[config.mk]
export PLATFORM = sky130hd
export DESIGN_NAME = external_memory_port_control
export DESIGN_NICKNAME = d
export VERILOG_FILES = /design/src/core/ext_mem_pkg.sv /design/src/core/external_memory_port_control.sv
export SDC_FILE = /design/constraint.sdc
export NUM_CORES = 1
export LEC_CHECK = 0
export BUFFER_PORTS_ARGS = -buffer_cell sky130_fd_sc_hd__buf_4
export CAP_MARGIN = 5
export CELL_PAD_IN_SITES_DETAIL_PLACEMENT = 2
export CELL_PAD_IN_SITES_GLOBAL_PLACEMENT = 2
export CORE_UTILIZATION = 33
export DETAILED_ROUTE_END_ITERATION = 10
export PLACE_DENSITY = 0.88
export SYNTH_ARGS = -nofsm -noshare
export SYNTH_HDL_FRONTEND = slang
export SYNTH_SLANG_ARGS = --single-unit
[constraint.sdc]
create_clock -name clk_sys_i -period 3.1 [get_ports clk_sys_i]
set_clock_uncertainty 0.05 [all_clocks]
set_input_delay 0.155 -clock clk_sys_i [delete_from_list [all_inputs] [get_ports clk_sys_i]]
set_output_delay 0.155 -clock clk_sys_i [all_outputs]
set_load 0.01 [all_outputs]
[src/core/ext_mem_pkg.sv]
// constants for the external memory port control block
package ext_mem_pkg;
    localparam logic [15:0] PAGE_ONE_OFS  = 16'hC018;
    localparam logic [15:0] PAGE_TWO_OFS  = 16'hC01A;
    localparam logic [15:0] UPPER_EN_OFS  = 16'hC038;
    localparam logic [15:0] TIMING_OFS    = 16'hC03A;
    localparam logic [15:0] MEMTEST_OFS   = 16'hC03E;
    localparam logic [15:0] STATUS_OFS    = 16'hC040;
    localparam logic [15:0] ZERO16        = 16'h0000;
    localparam logic [15:0] TIMING_RST    = 16'h0000;
    localparam int UPPER_EN_BIT   = 3;
    localparam int RAM_MERGE_BIT  = 13;
    localparam int ROM_MERGE_BIT  = 12;
    localparam int EXT_WIDTH_BIT  = 11;
    localparam int EXT_WAIT_LSB   = 8;
    localparam int ROM_WIDTH_BIT  = 7;
    localparam int ROM_WAIT_LSB   = 4;
    localparam int RAM_WIDTH_BIT  = 3;
    localparam int RAM_WAIT_LSB   = 0;
    localparam int ARB_LSB        = 8;
    localparam int ECHO_BIT       = 0;
    localparam logic [15:0] TIMING_MASK  = 16'h3FFF;
    localparam logic [15:0] UPPER_MASK   = 16'h0008;
    localparam logic [15:0] MEMTEST_MASK = 16'h0701;
    // cpu window for mapped pages
    localparam logic [15:0] PAGE1_BASE   = 16'h8000;
    localparam logic [15:0] PAGE2_BASE   = 16'hA000;
    localparam logic [2:0]  PAGE_TAG     = 3'h4;
    localparam logic [2:0]  PAGE2_TAG    = 3'h5;
    localparam logic [15:0] ROM_BASE     = 16'hC000;
    localparam logic [3:0]  UPPER_IDLE   = 4'hF;
    localparam logic [2:0]  WAIT_ZERO    = 3'h0;
    localparam logic [2:0]  SLOT_ONE     = 3'h1;
    typedef enum logic [3:0] {
        ST_IDLE   = 4'b0001,
        ST_SETUP  = 4'b0010,
        ST_STROBE = 4'b0100,
        ST_DONE   = 4'b1000
    } mem_state_t;
endpackage

[src/core/external_memory_port_control.sv]
// external memory port control: page mapping, selects, widths and wait states
// What this block does
// - arbitration field k makes k of every eight system clocks dead
// - echo bit set drives internal address onto external address pins
// - page register supplies address bits 28..13 for its mapped window
// - cpu window 8000-9FFF drives pins 8..0 with page bits 21..13
// - in sram mode only pins 4..0 carry page bits 17..13
// - extended select asserted low for mapped page accesses
// - upper enable bit 3 is stored but does not free A18..A15; they stay high
// - A18..A15 held high whether or not upper lines are enabled, except when echo is set
// - each wait state lasts one system clock
// - ram merge bit 13 makes ram select follow extended select
// - rom merge bit 12 makes rom select follow extended select
// - extended width bit 11: one is 8-bit, zero is 16-bit
// - extended wait field 10..8 inserts zero to seven waits
// - rom width bit 7, rom waits in bits 6..4
// - ram width bit 3, ram waits in bits 2..0
`timescale 1ns/1ps
`default_nettype none
module external_memory_port_control
    import ext_mem_pkg::*;
(
    input  wire logic        clk_sys_i,
    input  wire logic        nrst_i,
    input  wire logic [15:0] wb_adr_i,
    input  wire logic [15:0] wb_dat_i,
    output logic      [15:0] wb_dat_o,
    input  wire logic        wb_we_i,
    input  wire logic [1:0]  wb_sel_i,
    input  wire logic        wb_cyc_i,
    input  wire logic        wb_stb_i,
    output logic             wb_ack_o,
    input  wire logic        sram_mode_i,
    input  wire logic        cpu_req_i,
    input  wire logic        cpu_we_i,
    input  wire logic [15:0] cpu_adr_i,
    input  wire logic [15:0] cpu_wdat_i,
    output logic             cpu_ready_o,
    output logic      [15:0] cpu_rdat_o,
    output logic             arb_slot_ok_o,
    output logic      [18:0] mem_adr_o,
    output logic      [15:0] mem_dat_o,
    output logic             mem_dat_oe_o,
    input  wire logic [15:0] mem_dat_i,
    output logic             mem_rd_n_o,
    output logic             mem_wr_n_o,
    output logic             mem_byte_mode_o,
    output logic             extended_space_chip_select_n_o,
    output logic             ram_chip_select_n_o,
    output logic             rom_chip_select_n_o
);
    logic [15:0] page_one_reg;
    logic [15:0] page_two_reg;
    logic        upper_en_reg;
    logic [15:0] timing_reg;
    logic [2:0]  arb_reg;
    logic        echo_reg;
    logic        ack_reg;
    logic [2:0]  slot_reg;
    mem_state_t  state_reg;
    logic [2:0]  wait_reg;
    logic [1:0]  region_reg;   // 0 extended, 1 rom, 2 ram
    logic        page_sel_reg;
    logic [15:0] cpu_adr_reg;
    logic [15:0] wdat_reg;
    logic        we_reg;
    logic [15:0] rdat_reg;
    logic        ready_reg;

    function automatic logic [15:0] lanes(input logic [15:0] old_v, input logic [15:0] new_v,
                                          input logic [1:0] sel, input logic [15:0] msk);
        logic [15:0] r;
        r = old_v;
        if (sel[0]) r[7:0] = new_v[7:0];
        if (sel[1]) r[15:8] = new_v[15:8];
        return r & msk;
    endfunction

    // region codes carried from decode into the strobe phase
    localparam logic [1:0] REGION_EXT = 2'd0;
    localparam logic [1:0] REGION_ROM = 2'd1;
    localparam logic [1:0] REGION_RAM = 2'd2;

    // everything below the page windows and the rom base falls to ram
    function automatic logic [1:0] region_of(input logic [15:0] adr);
        logic [1:0] r;
        r = REGION_RAM;
        if (adr[15:13] == PAGE_TAG || adr[15:13] == PAGE2_TAG) begin
            r = REGION_EXT;
        end else if (adr >= ROM_BASE) begin
            r = REGION_ROM;
        end
        return r;
    endfunction

    function automatic logic [2:0] region_wait(input logic [15:0] tim, input logic [1:0] rgn);
        logic [2:0] r;
        case (rgn)
            REGION_EXT: r = tim[EXT_WAIT_LSB +: 3];
            REGION_ROM: r = tim[ROM_WAIT_LSB +: 3];
            default:    r = tim[RAM_WAIT_LSB +: 3];
        endcase
        return r;
    endfunction

    function automatic logic region_width(input logic [15:0] tim, input logic [1:0] rgn);
        logic r;
        case (rgn)
            REGION_EXT: r = tim[EXT_WIDTH_BIT];
            REGION_ROM: r = tim[ROM_WIDTH_BIT];
            default:    r = tim[RAM_WIDTH_BIT];
        endcase
        return r;
    endfunction

    logic wb_hit;
    logic wb_wr;
    assign wb_hit = wb_cyc_i && wb_stb_i && !ack_reg;
    assign wb_wr  = wb_hit && wb_we_i;
    assign wb_ack_o = ack_reg;

    always_ff @(posedge clk_sys_i) begin
        if (!nrst_i) begin
            ack_reg  <= 1'b0;
            wb_dat_o <= ZERO16;
        end else begin
            ack_reg <= wb_hit;
            if (wb_hit && !wb_we_i) begin
                case (wb_adr_i)
                    PAGE_ONE_OFS: wb_dat_o <= page_one_reg;
                    PAGE_TWO_OFS: wb_dat_o <= page_two_reg;
                    UPPER_EN_OFS: wb_dat_o <= {12'h000, upper_en_reg, 3'h0};
                    TIMING_OFS:   wb_dat_o <= timing_reg;
                    STATUS_OFS:   wb_dat_o <= {12'h000, state_reg};
                    default:      wb_dat_o <= ZERO16;
                endcase
            end
        end
    end

    // reserved bits are masked off on write; software should write zero anyway
    always_ff @(posedge clk_sys_i) begin
        if (!nrst_i) begin
            page_one_reg <= ZERO16;
            page_two_reg <= ZERO16;
            upper_en_reg <= 1'b0;
            timing_reg   <= TIMING_RST;
            arb_reg      <= WAIT_ZERO;
            echo_reg     <= 1'b0;
        end else if (wb_wr) begin
            case (wb_adr_i)
                PAGE_ONE_OFS: page_one_reg <= lanes(page_one_reg, wb_dat_i, wb_sel_i, 16'hFFFF);
                PAGE_TWO_OFS: page_two_reg <= lanes(page_two_reg, wb_dat_i, wb_sel_i, 16'hFFFF);
                UPPER_EN_OFS: upper_en_reg <= wb_sel_i[0] ? wb_dat_i[UPPER_EN_BIT] : upper_en_reg;
                TIMING_OFS:   timing_reg <= lanes(timing_reg, wb_dat_i, wb_sel_i, TIMING_MASK);
                MEMTEST_OFS: begin
                    if (wb_sel_i[1]) arb_reg <= wb_dat_i[ARB_LSB +: 3];
                    if (wb_sel_i[0]) echo_reg <= wb_dat_i[ECHO_BIT];
                end
                default: ;
            endcase
        end
    end

    // eight-slot wheel; slots below k are dead
    always_ff @(posedge clk_sys_i) begin
        if (!nrst_i) slot_reg <= WAIT_ZERO;
        else slot_reg <= slot_reg + SLOT_ONE;
    end
    assign arb_slot_ok_o = (slot_reg >= arb_reg);

    logic       hit_page2;
    logic [1:0] region_next;
    logic [2:0] wait_next;
    assign hit_page2   = cpu_adr_i[15:13] == PAGE2_TAG;
    assign region_next = region_of(cpu_adr_i);
    // wait field per region
    assign wait_next   = region_wait(timing_reg, region_next);

    // select held through setup and strobe; registered address valid one cycle later, from strobe into done; waits stretch strobe
    always_ff @(posedge clk_sys_i) begin
        if (!nrst_i) begin
            state_reg    <= ST_IDLE;
            wait_reg     <= WAIT_ZERO;
            region_reg   <= 2'd2;
            page_sel_reg <= 1'b0;
            cpu_adr_reg  <= ZERO16;
            wdat_reg     <= ZERO16;
            we_reg       <= 1'b0;
            rdat_reg     <= ZERO16;
            ready_reg    <= 1'b0;
        end else begin
            ready_reg <= 1'b0;
            case (state_reg)
                ST_IDLE: if (cpu_req_i && arb_slot_ok_o) begin
                    state_reg    <= ST_SETUP;
                    region_reg   <= region_next;
                    page_sel_reg <= hit_page2;
                    wait_reg     <= wait_next;
                    cpu_adr_reg  <= cpu_adr_i;
                    wdat_reg     <= cpu_wdat_i;
                    we_reg       <= cpu_we_i;
                end
                ST_SETUP: state_reg <= ST_STROBE;
                ST_STROBE: begin
                    // one system clock per wait state
                    if (wait_reg == WAIT_ZERO) begin
                        state_reg <= ST_DONE;
                        rdat_reg  <= mem_dat_i;
                        ready_reg <= 1'b1;
                    end else begin
                        wait_reg <= wait_reg - SLOT_ONE;
                    end
                end
                ST_DONE: if (!cpu_req_i) state_reg <= ST_IDLE;
                default: state_reg <= ST_IDLE;
            endcase
        end
    end

    logic        active;
    logic        strobe;
    logic        ext_sel;
    logic [15:0] page_val;
    logic [18:0] adr_c;
    assign active   = (state_reg == ST_SETUP) || (state_reg == ST_STROBE);
    assign strobe   = state_reg == ST_STROBE;
    assign ext_sel  = active && region_reg == REGION_EXT;
    assign page_val = page_sel_reg ? page_two_reg : page_one_reg;

    always_comb begin
        adr_c = {UPPER_IDLE, cpu_adr_reg[14:0]};
        if (ext_sel) begin
            adr_c = {UPPER_IDLE, 2'b00, cpu_adr_reg[12:0]};
            // page bits onto the low address pins
            // sram mode narrows the page to five pins at the bottom of the bus
            if (sram_mode_i) begin
                adr_c[4:0] = page_val[4:0];
            end else begin
                adr_c[8:0] = page_val[8:0];
            end
        end
        // A18..A15 stay high whether enabled or not
        if (!upper_en_reg) adr_c[18:15] = UPPER_IDLE;
        if (echo_reg) adr_c = {3'h0, cpu_adr_i};
    end

    always_ff @(posedge clk_sys_i) begin
        if (!nrst_i) mem_adr_o <= {UPPER_IDLE, 15'h0000};
        else mem_adr_o <= adr_c;
    end

    logic byte_c;
    assign byte_c = region_width(timing_reg, region_reg);

    assign mem_byte_mode_o = byte_c;
    assign mem_dat_o       = wdat_reg;
    assign mem_dat_oe_o    = active && we_reg;
    assign mem_rd_n_o      = !(strobe && !we_reg);
    assign mem_wr_n_o      = !(strobe && we_reg);
    assign extended_space_chip_select_n_o = !ext_sel;
    // merged selects follow the extended select
    assign ram_chip_select_n_o = !((active && region_reg == REGION_RAM)
                                   || (ext_sel && timing_reg[RAM_MERGE_BIT]));
    assign rom_chip_select_n_o = !((active && region_reg == REGION_ROM)
                                   || (ext_sel && timing_reg[ROM_MERGE_BIT]));
    assign cpu_ready_o = ready_reg;
    assign cpu_rdat_o  = rdat_reg;
endmodule
`default_nettype wire

Word level (Yosys, flattened, before mapping)
Cells that the tools add are included.
{ "totals": {"in_bits": 90, "mem_bits_rw": 0, "out_inout_bits": 77, "n_memories": 0, "mem_bits_ro": 0, "latchBits": 0, "reg_bits": 149} }
{ "op_classes": {"n_mul": 0, "muxes": 18, "n_bitwise": 0, "order_cmp": 2, "shifts": 0, "eq_ne": 19, "addsub": 2, "n_reduce_logical": 43, "n_div": 0} }
{ "op_table": {"columns": ["cell", "n"], "rows": [
  ["== test 16 bit, second input constant", 6],
  ["one-hot mux 16 bit (5 select lines)", 1],
  ["AND reduction 3 bit", 11],
  ["two-way mux 4 bit", 5],
  ["two-way mux 19 bit", 1],
  ["greater-or-equal comparator 16 bit, second input constant", 1],
  ["one-hot mux 4 bit (4 select lines)", 1],
  ["two-way mux 15 bit", 1],
  ["logical AND 1 bit", 13],
  ["one-hot mux 3 bit (2 select lines)", 2],
  ["two-way mux 9 bit", 1],
  ["zero test 1 bit", 8],
  ["== test 3 bit, second input constant", 2],
  ["two-way mux 3 bit", 2],
  ["!= test 2 bit, second input constant", 3],
  ["AND reduction 2 bit", 3],
  ["== test 2 x 1 -> 1 bit, second input constant", 2],
  ["== test 4 x 1 -> 1 bit, second input constant", 1],
  ["== test 4 x 2 -> 1 bit, second input constant", 1],
  ["== test 4 x 3 -> 1 bit, second input constant", 1],
  ["== test 4 bit, second input constant", 1],
  ["zero test 2 bit", 2],
  ["logical OR 1 bit", 4],
  ["two-way mux 2 bit", 2],
  ["other kinds (9)", 9]
]} }

Longest topological paths before layout
{ "depth": {"ltp_word": 7, "ltp_mapped": 9, "mapped_depth_nobuf": 7} }

Worst setup path after synthesis
OpenSTA, ideal clock, no wires.
{ "synth_timing": {"path_type": "input port to flip-flop", "startpoint": "input port wb_adr_i[9]", "endpoint": "register wb_dat_o[13]", "path_stages": 7, "n_path_buf": 2, "required_time_ns": 2.991, "path_slack_ns": 1.057, "setup_time_ns": 0.059, "arrival_ns": 1.933, "cell_sequence": "or4_4 > buf_6 > or3_4 > or3_1 > buf_6 > o21ai_1 > and2_1"} }
{ "synth_via": {"elab_chain_len": 2, "elab_cells_between_ends": 6} }
{ "synth_rtl": {"columns": ["element", "line_no", "text"], "rows": [
  ["start: declaration", "external_memory_port_control.sv:25", "input wire logic [15:0] wb_adr_i,"],
  ["== test 16 bit", "external_memory_port_control.sv:129", "case (wb_adr_i)"],
  ["one-hot mux 16 bit (5 select lines) *", "external_memory_port_control.sv:129", null],
  ["end signal: assignment", "external_memory_port_control.sv:130", "PAGE_ONE_OFS: wb_dat_o <= page_one_reg;"],
  ["end signal: assignment", "external_memory_port_control.sv:131", "PAGE_TWO_OFS: wb_dat_o <= page_two_reg;"],
  ["end signal: assignment", "external_memory_port_control.sv:132", "UPPER_EN_OFS: wb_dat_o <= {12'h000, upper_en_reg, 3'h0};"],
  ["end: declaration", "external_memory_port_control.sv:27", "output logic [15:0] wb_dat_o,"]
]} }
Every way passes the cells marked *; elsewhere a longest branch is shown, timed or not.
A chain may end at the register's enable or synchronous reset.

Worst setup path after layout
{ "layout_timing": {"startpoint": "input port wb_adr_i[7]", "endpoint": "register page_one_reg[2]"} }
{ "layout_via": {"elab_chain_len": 2} }
{ "layout_rtl": {"columns": ["element", "line_no", "text"], "rows": [
  ["== test 16 bit", "external_memory_port_control.sv:151", "case (wb_adr_i)"],
  ["AND reduction 3 bit (no line)", null, null],
  ["end signal: assignment", "external_memory_port_control.sv:152", "PAGE_ONE_OFS: page_one_reg <= lanes(page_one_reg, wb_dat_i, wb_sel_i, 16'hFFFF);"],
  ["end: declaration", "external_memory_port_control.sv:52", "logic [15:0] page_one_reg;"]
]} }
No other way between the ends.

==> results.yml <==
power_and_ir_drop:
  p_total_mw: 4.74
  p_int_mw: 3.46
  clkPwrFrac_pct: 44.6
  vdd_drop_max_mv: 0.377
  power_frac_seq_pct: 42.5
  p_leak_nw: 3.48
  p_comb_share_pct: 12.9
  p_sw_share_pct: 27.0
  p_per_area_nw_per_um2: 536
  switchingPower_mw: 1.28
drt:
  vias: 6539
  drt_wl_total_um: 27900
  dr.max_layer_used: "met4"
  drt_pass1_iterations: 4
  drt-initial-drc-count: 357
  met3WireLength_um: 1060
  ant_nets: 0
  wl_met2_um: 14500
  wl_met1_um: 11500
  via_per_inst: 5.46
  drc: 0
  avgRoutedWirePerCell_um: 23.3
finish:
  final_cell_mix: "nand2_1 (183), buf_4 (176), dfxtp_1 (147)"
  final_common_cell: "nand2_1"
  drive_gt1_share_pct: 25.2
  seq_area_um2: 2940
  largest_reg_flops: 17
  multi_input_area_um2: 3040
  areaGrowthSynthToFinish_pct: 40.0
  fin_util_pct: 47.3
  fin_nets: 1045
  regMostFlops: "mem_adr_o"
  fin_cells: 1198
  fin_area_um2: 8840
  fillers: 2013
timing:
  holdWs_ps: 39.5
  tns_ps: 0
  period_needed_ps: 2420
  slew_viol_final: 0
  slew_headroom_pct: 46.0
  finalSetupViolCount: 0
  worst_slew_pin_slew_ps: 802
  finalHoldViolCount: 0
  maxClockFrequency_mhz: 413
  finalCritPeriodShare_pct: 78.1
  layout_setup_ws_ps: 678
  rsz0062_at_grt: "false"
placed_design:
  placed_cell_area_um2: 7670
  dp_hpwl_um: 15300
  place_inst: 1106
  portBuffers: 166
  gp_congestion: 0.816
  place_ws_ps: 589
clock_tree:
  cts_num_sinks: 147
  post_cts_resized: 0
  cts-root-buf: "clkbuf_16"
  insertion_delay_ps: 430
  htree_levels: 4
  numCtsBuffers: 17
  cts_setup_buffers: 0
  cts_tree: "done"
  cts.path.max_buffers: 2
  clk_pin_slew_ps: 70
worst_setup_path:
  crit_start: "wb_adr_i[7]"
  cp_data_required_time_ps: 3380
  rr_worst_depth: 5
  end_kind: "flop"
  worstSetupPathType: "in2reg"
  path_buf_inv: 1
  cp-start-kind: "input port"
  cp_data_arrival_time_ps: 2700
  max_stage_delay_ps: 670
  slowest_stage: "nor3_4"
  critPathMaxFanout: 8
  reg2reg_from: "wb_ack_o"
  cp.depth: 6
  crit_chain: "buf_4, or3_4, nor4_1, nand4_1, nor3_4, mux2i_1"
  crit_family: "simple AND/OR/NAND/NOR gates"
yosys:
  syn_inst: 750
  syn_nets: 846
  synth_ff_type: "dfxtp_1"
  synth_edf_count: 0
  synth_area_per_cell_um2: 8.42
  synth_warnings: 0
  syn_area_um2: 6310
  yosys.cell_types.count: 53
  async_flop_share_pct: 0
  synth_seq_cells: 147
  ys_seq_area_share_pct: 46.6
floorplanning:
  initial_core_util_pct: 33.8
  die_area_um2: 19700
  fp-row-count: 50
  num_io_pins: 167
  die_y_um: 140
  die_x_um: 140
  placeableCoreArea_um2: 18700
worst_hold_path:
  hold_path_class: "in2reg"
  hold_start: "wb_dat_i[6]"
  whs_path_depth: 3
flow_run:
  maxCapViolations: 0
global_routing:
  antenna_found_initial: 2
  grt_max_degree: 38
  overflow: 0
  grt_pass1_wl_um: 42900
  gr-usage-all-layers_pct: 28.7
  grt_pass1_vias: 7346
run_status:
  status: "finished clean"
## worst min-delay path, delay by kind of cell
kind	cells	cell delay [ps]
and+or+nand+nor	1	90
buffers and inverters	1	80
muxes	1	150
## timing repair
| item | CTS | global route |
|---|---|---|
| endpoints found under the setup margin | 0 | 0 |
| hold endpoints to repair | 77 | 0 |
| hold buffers | 58 | 0 |
## power by group through the flow
stage	Combinational, mW	Clock, mW	Sequential (mW)
after floorplan	0.260	0	2.04
after global placement	0.497	0	2.04
after detailed placement	0.514	0	2.05
after CTS	0.590	2.11	2.01
after global routing	0.654	2.21	2.02
final	0.609	2.12	2.01
## layout make-up
type                            instances  area share, %
Tap cell                              234           3.31
Timing Repair Buffer                  235           21.7
Clock buffer                           20           5.16
Clock inverter                         12           1.46
Antenna cell                            2         0.0566
Inverter                               15          0.637
Multi-Input combinational cell        533           34.4
Sequential cell                       147           33.3
## Yosys cell counts, types with 2 or more instances
cell type / count / area share [%]
a21oi_1: 69 / 5.5
inv_1: 14 / 0.83
nand4_1: 2 / 0.20
nor3_1: 2 / 0.16
or3_1: 3 / 0.30
nand3b_1: 2 / 0.24
or2_2: 4 / 0.40
or4_1: 2 / 0.24
mux2_2: 14 / 2.5
nor4_1: 7 / 0.69
o21ai_1: 11 / 0.87
nor2_1: 37 / 2.2
nand4b_1: 3 / 0.42
buf_4: 4 / 0.48
a2bb2oi_1: 2 / 0.28
nor4b_1: 2 / 0.28
mux2i_1: 52 / 8.2
or3_4: 2 / 0.36
dfxtp_1: 147 / 47
buf_1: 4 / 0.24
clkbuf_1: 37 / 2.2
a22oi_1: 10 / 1.2
nor2_2: 2 / 0.20
o21ai_0: 37 / 2.9
nand2_1: 183 / 11
nand3_1: 37 / 2.9
nand2b_1: 5 / 0.50
ha_1: 6 / 1.2
a211o_1: 5 / 0.69
and2_1: 13 / 1.3
buf_2: 2 / 0.16
buf_6: 4 / 0.71
xnor2_1: 2 / 0.28
a31o_2: 4 / 0.55
clkbuf_8: 2 / 0.44
## cells by family (layout without fill, tap and decap cells)
family | after synthesis | in the layout | synth area share, %
multiplexers | 67 | 67 | 11.1
XOR/XNOR | 2 | 2 | 0.277
buffers and inverters | 70 | 282 | 5.37
flip-flops | 147 | 147 | 46.6
AND/OR/NAND/NOR | 317 | 317 | 23.1
other | 0 | 2 | 0
adder cells (fa/ha/maj) | 6 | 6 | 1.19
AO/OA/AOI/OAI | 141 | 141 | 12.4
## per-layer routing
| metal | GRT usage, % | up-vias |
|---|---|---|
| met3 | 4.89 | 66 |
| li1 | - | 2946 |
| met5 | 0 | - |
| met2 | 51.8 | 218 |
| met4 | 13.6 | 0 |
| met1 | 32.9 | 3309 |
## path summary, 6_finish.rpt
check / slack, ps / to
max: 680 / page_one_reg[2]
min: 40 / page_one_reg[6]
max reg2reg: 740 / page_two_reg[12]
min reg2reg: 400 / slot_reg[0]
Power figures use the tool's default switching activity.
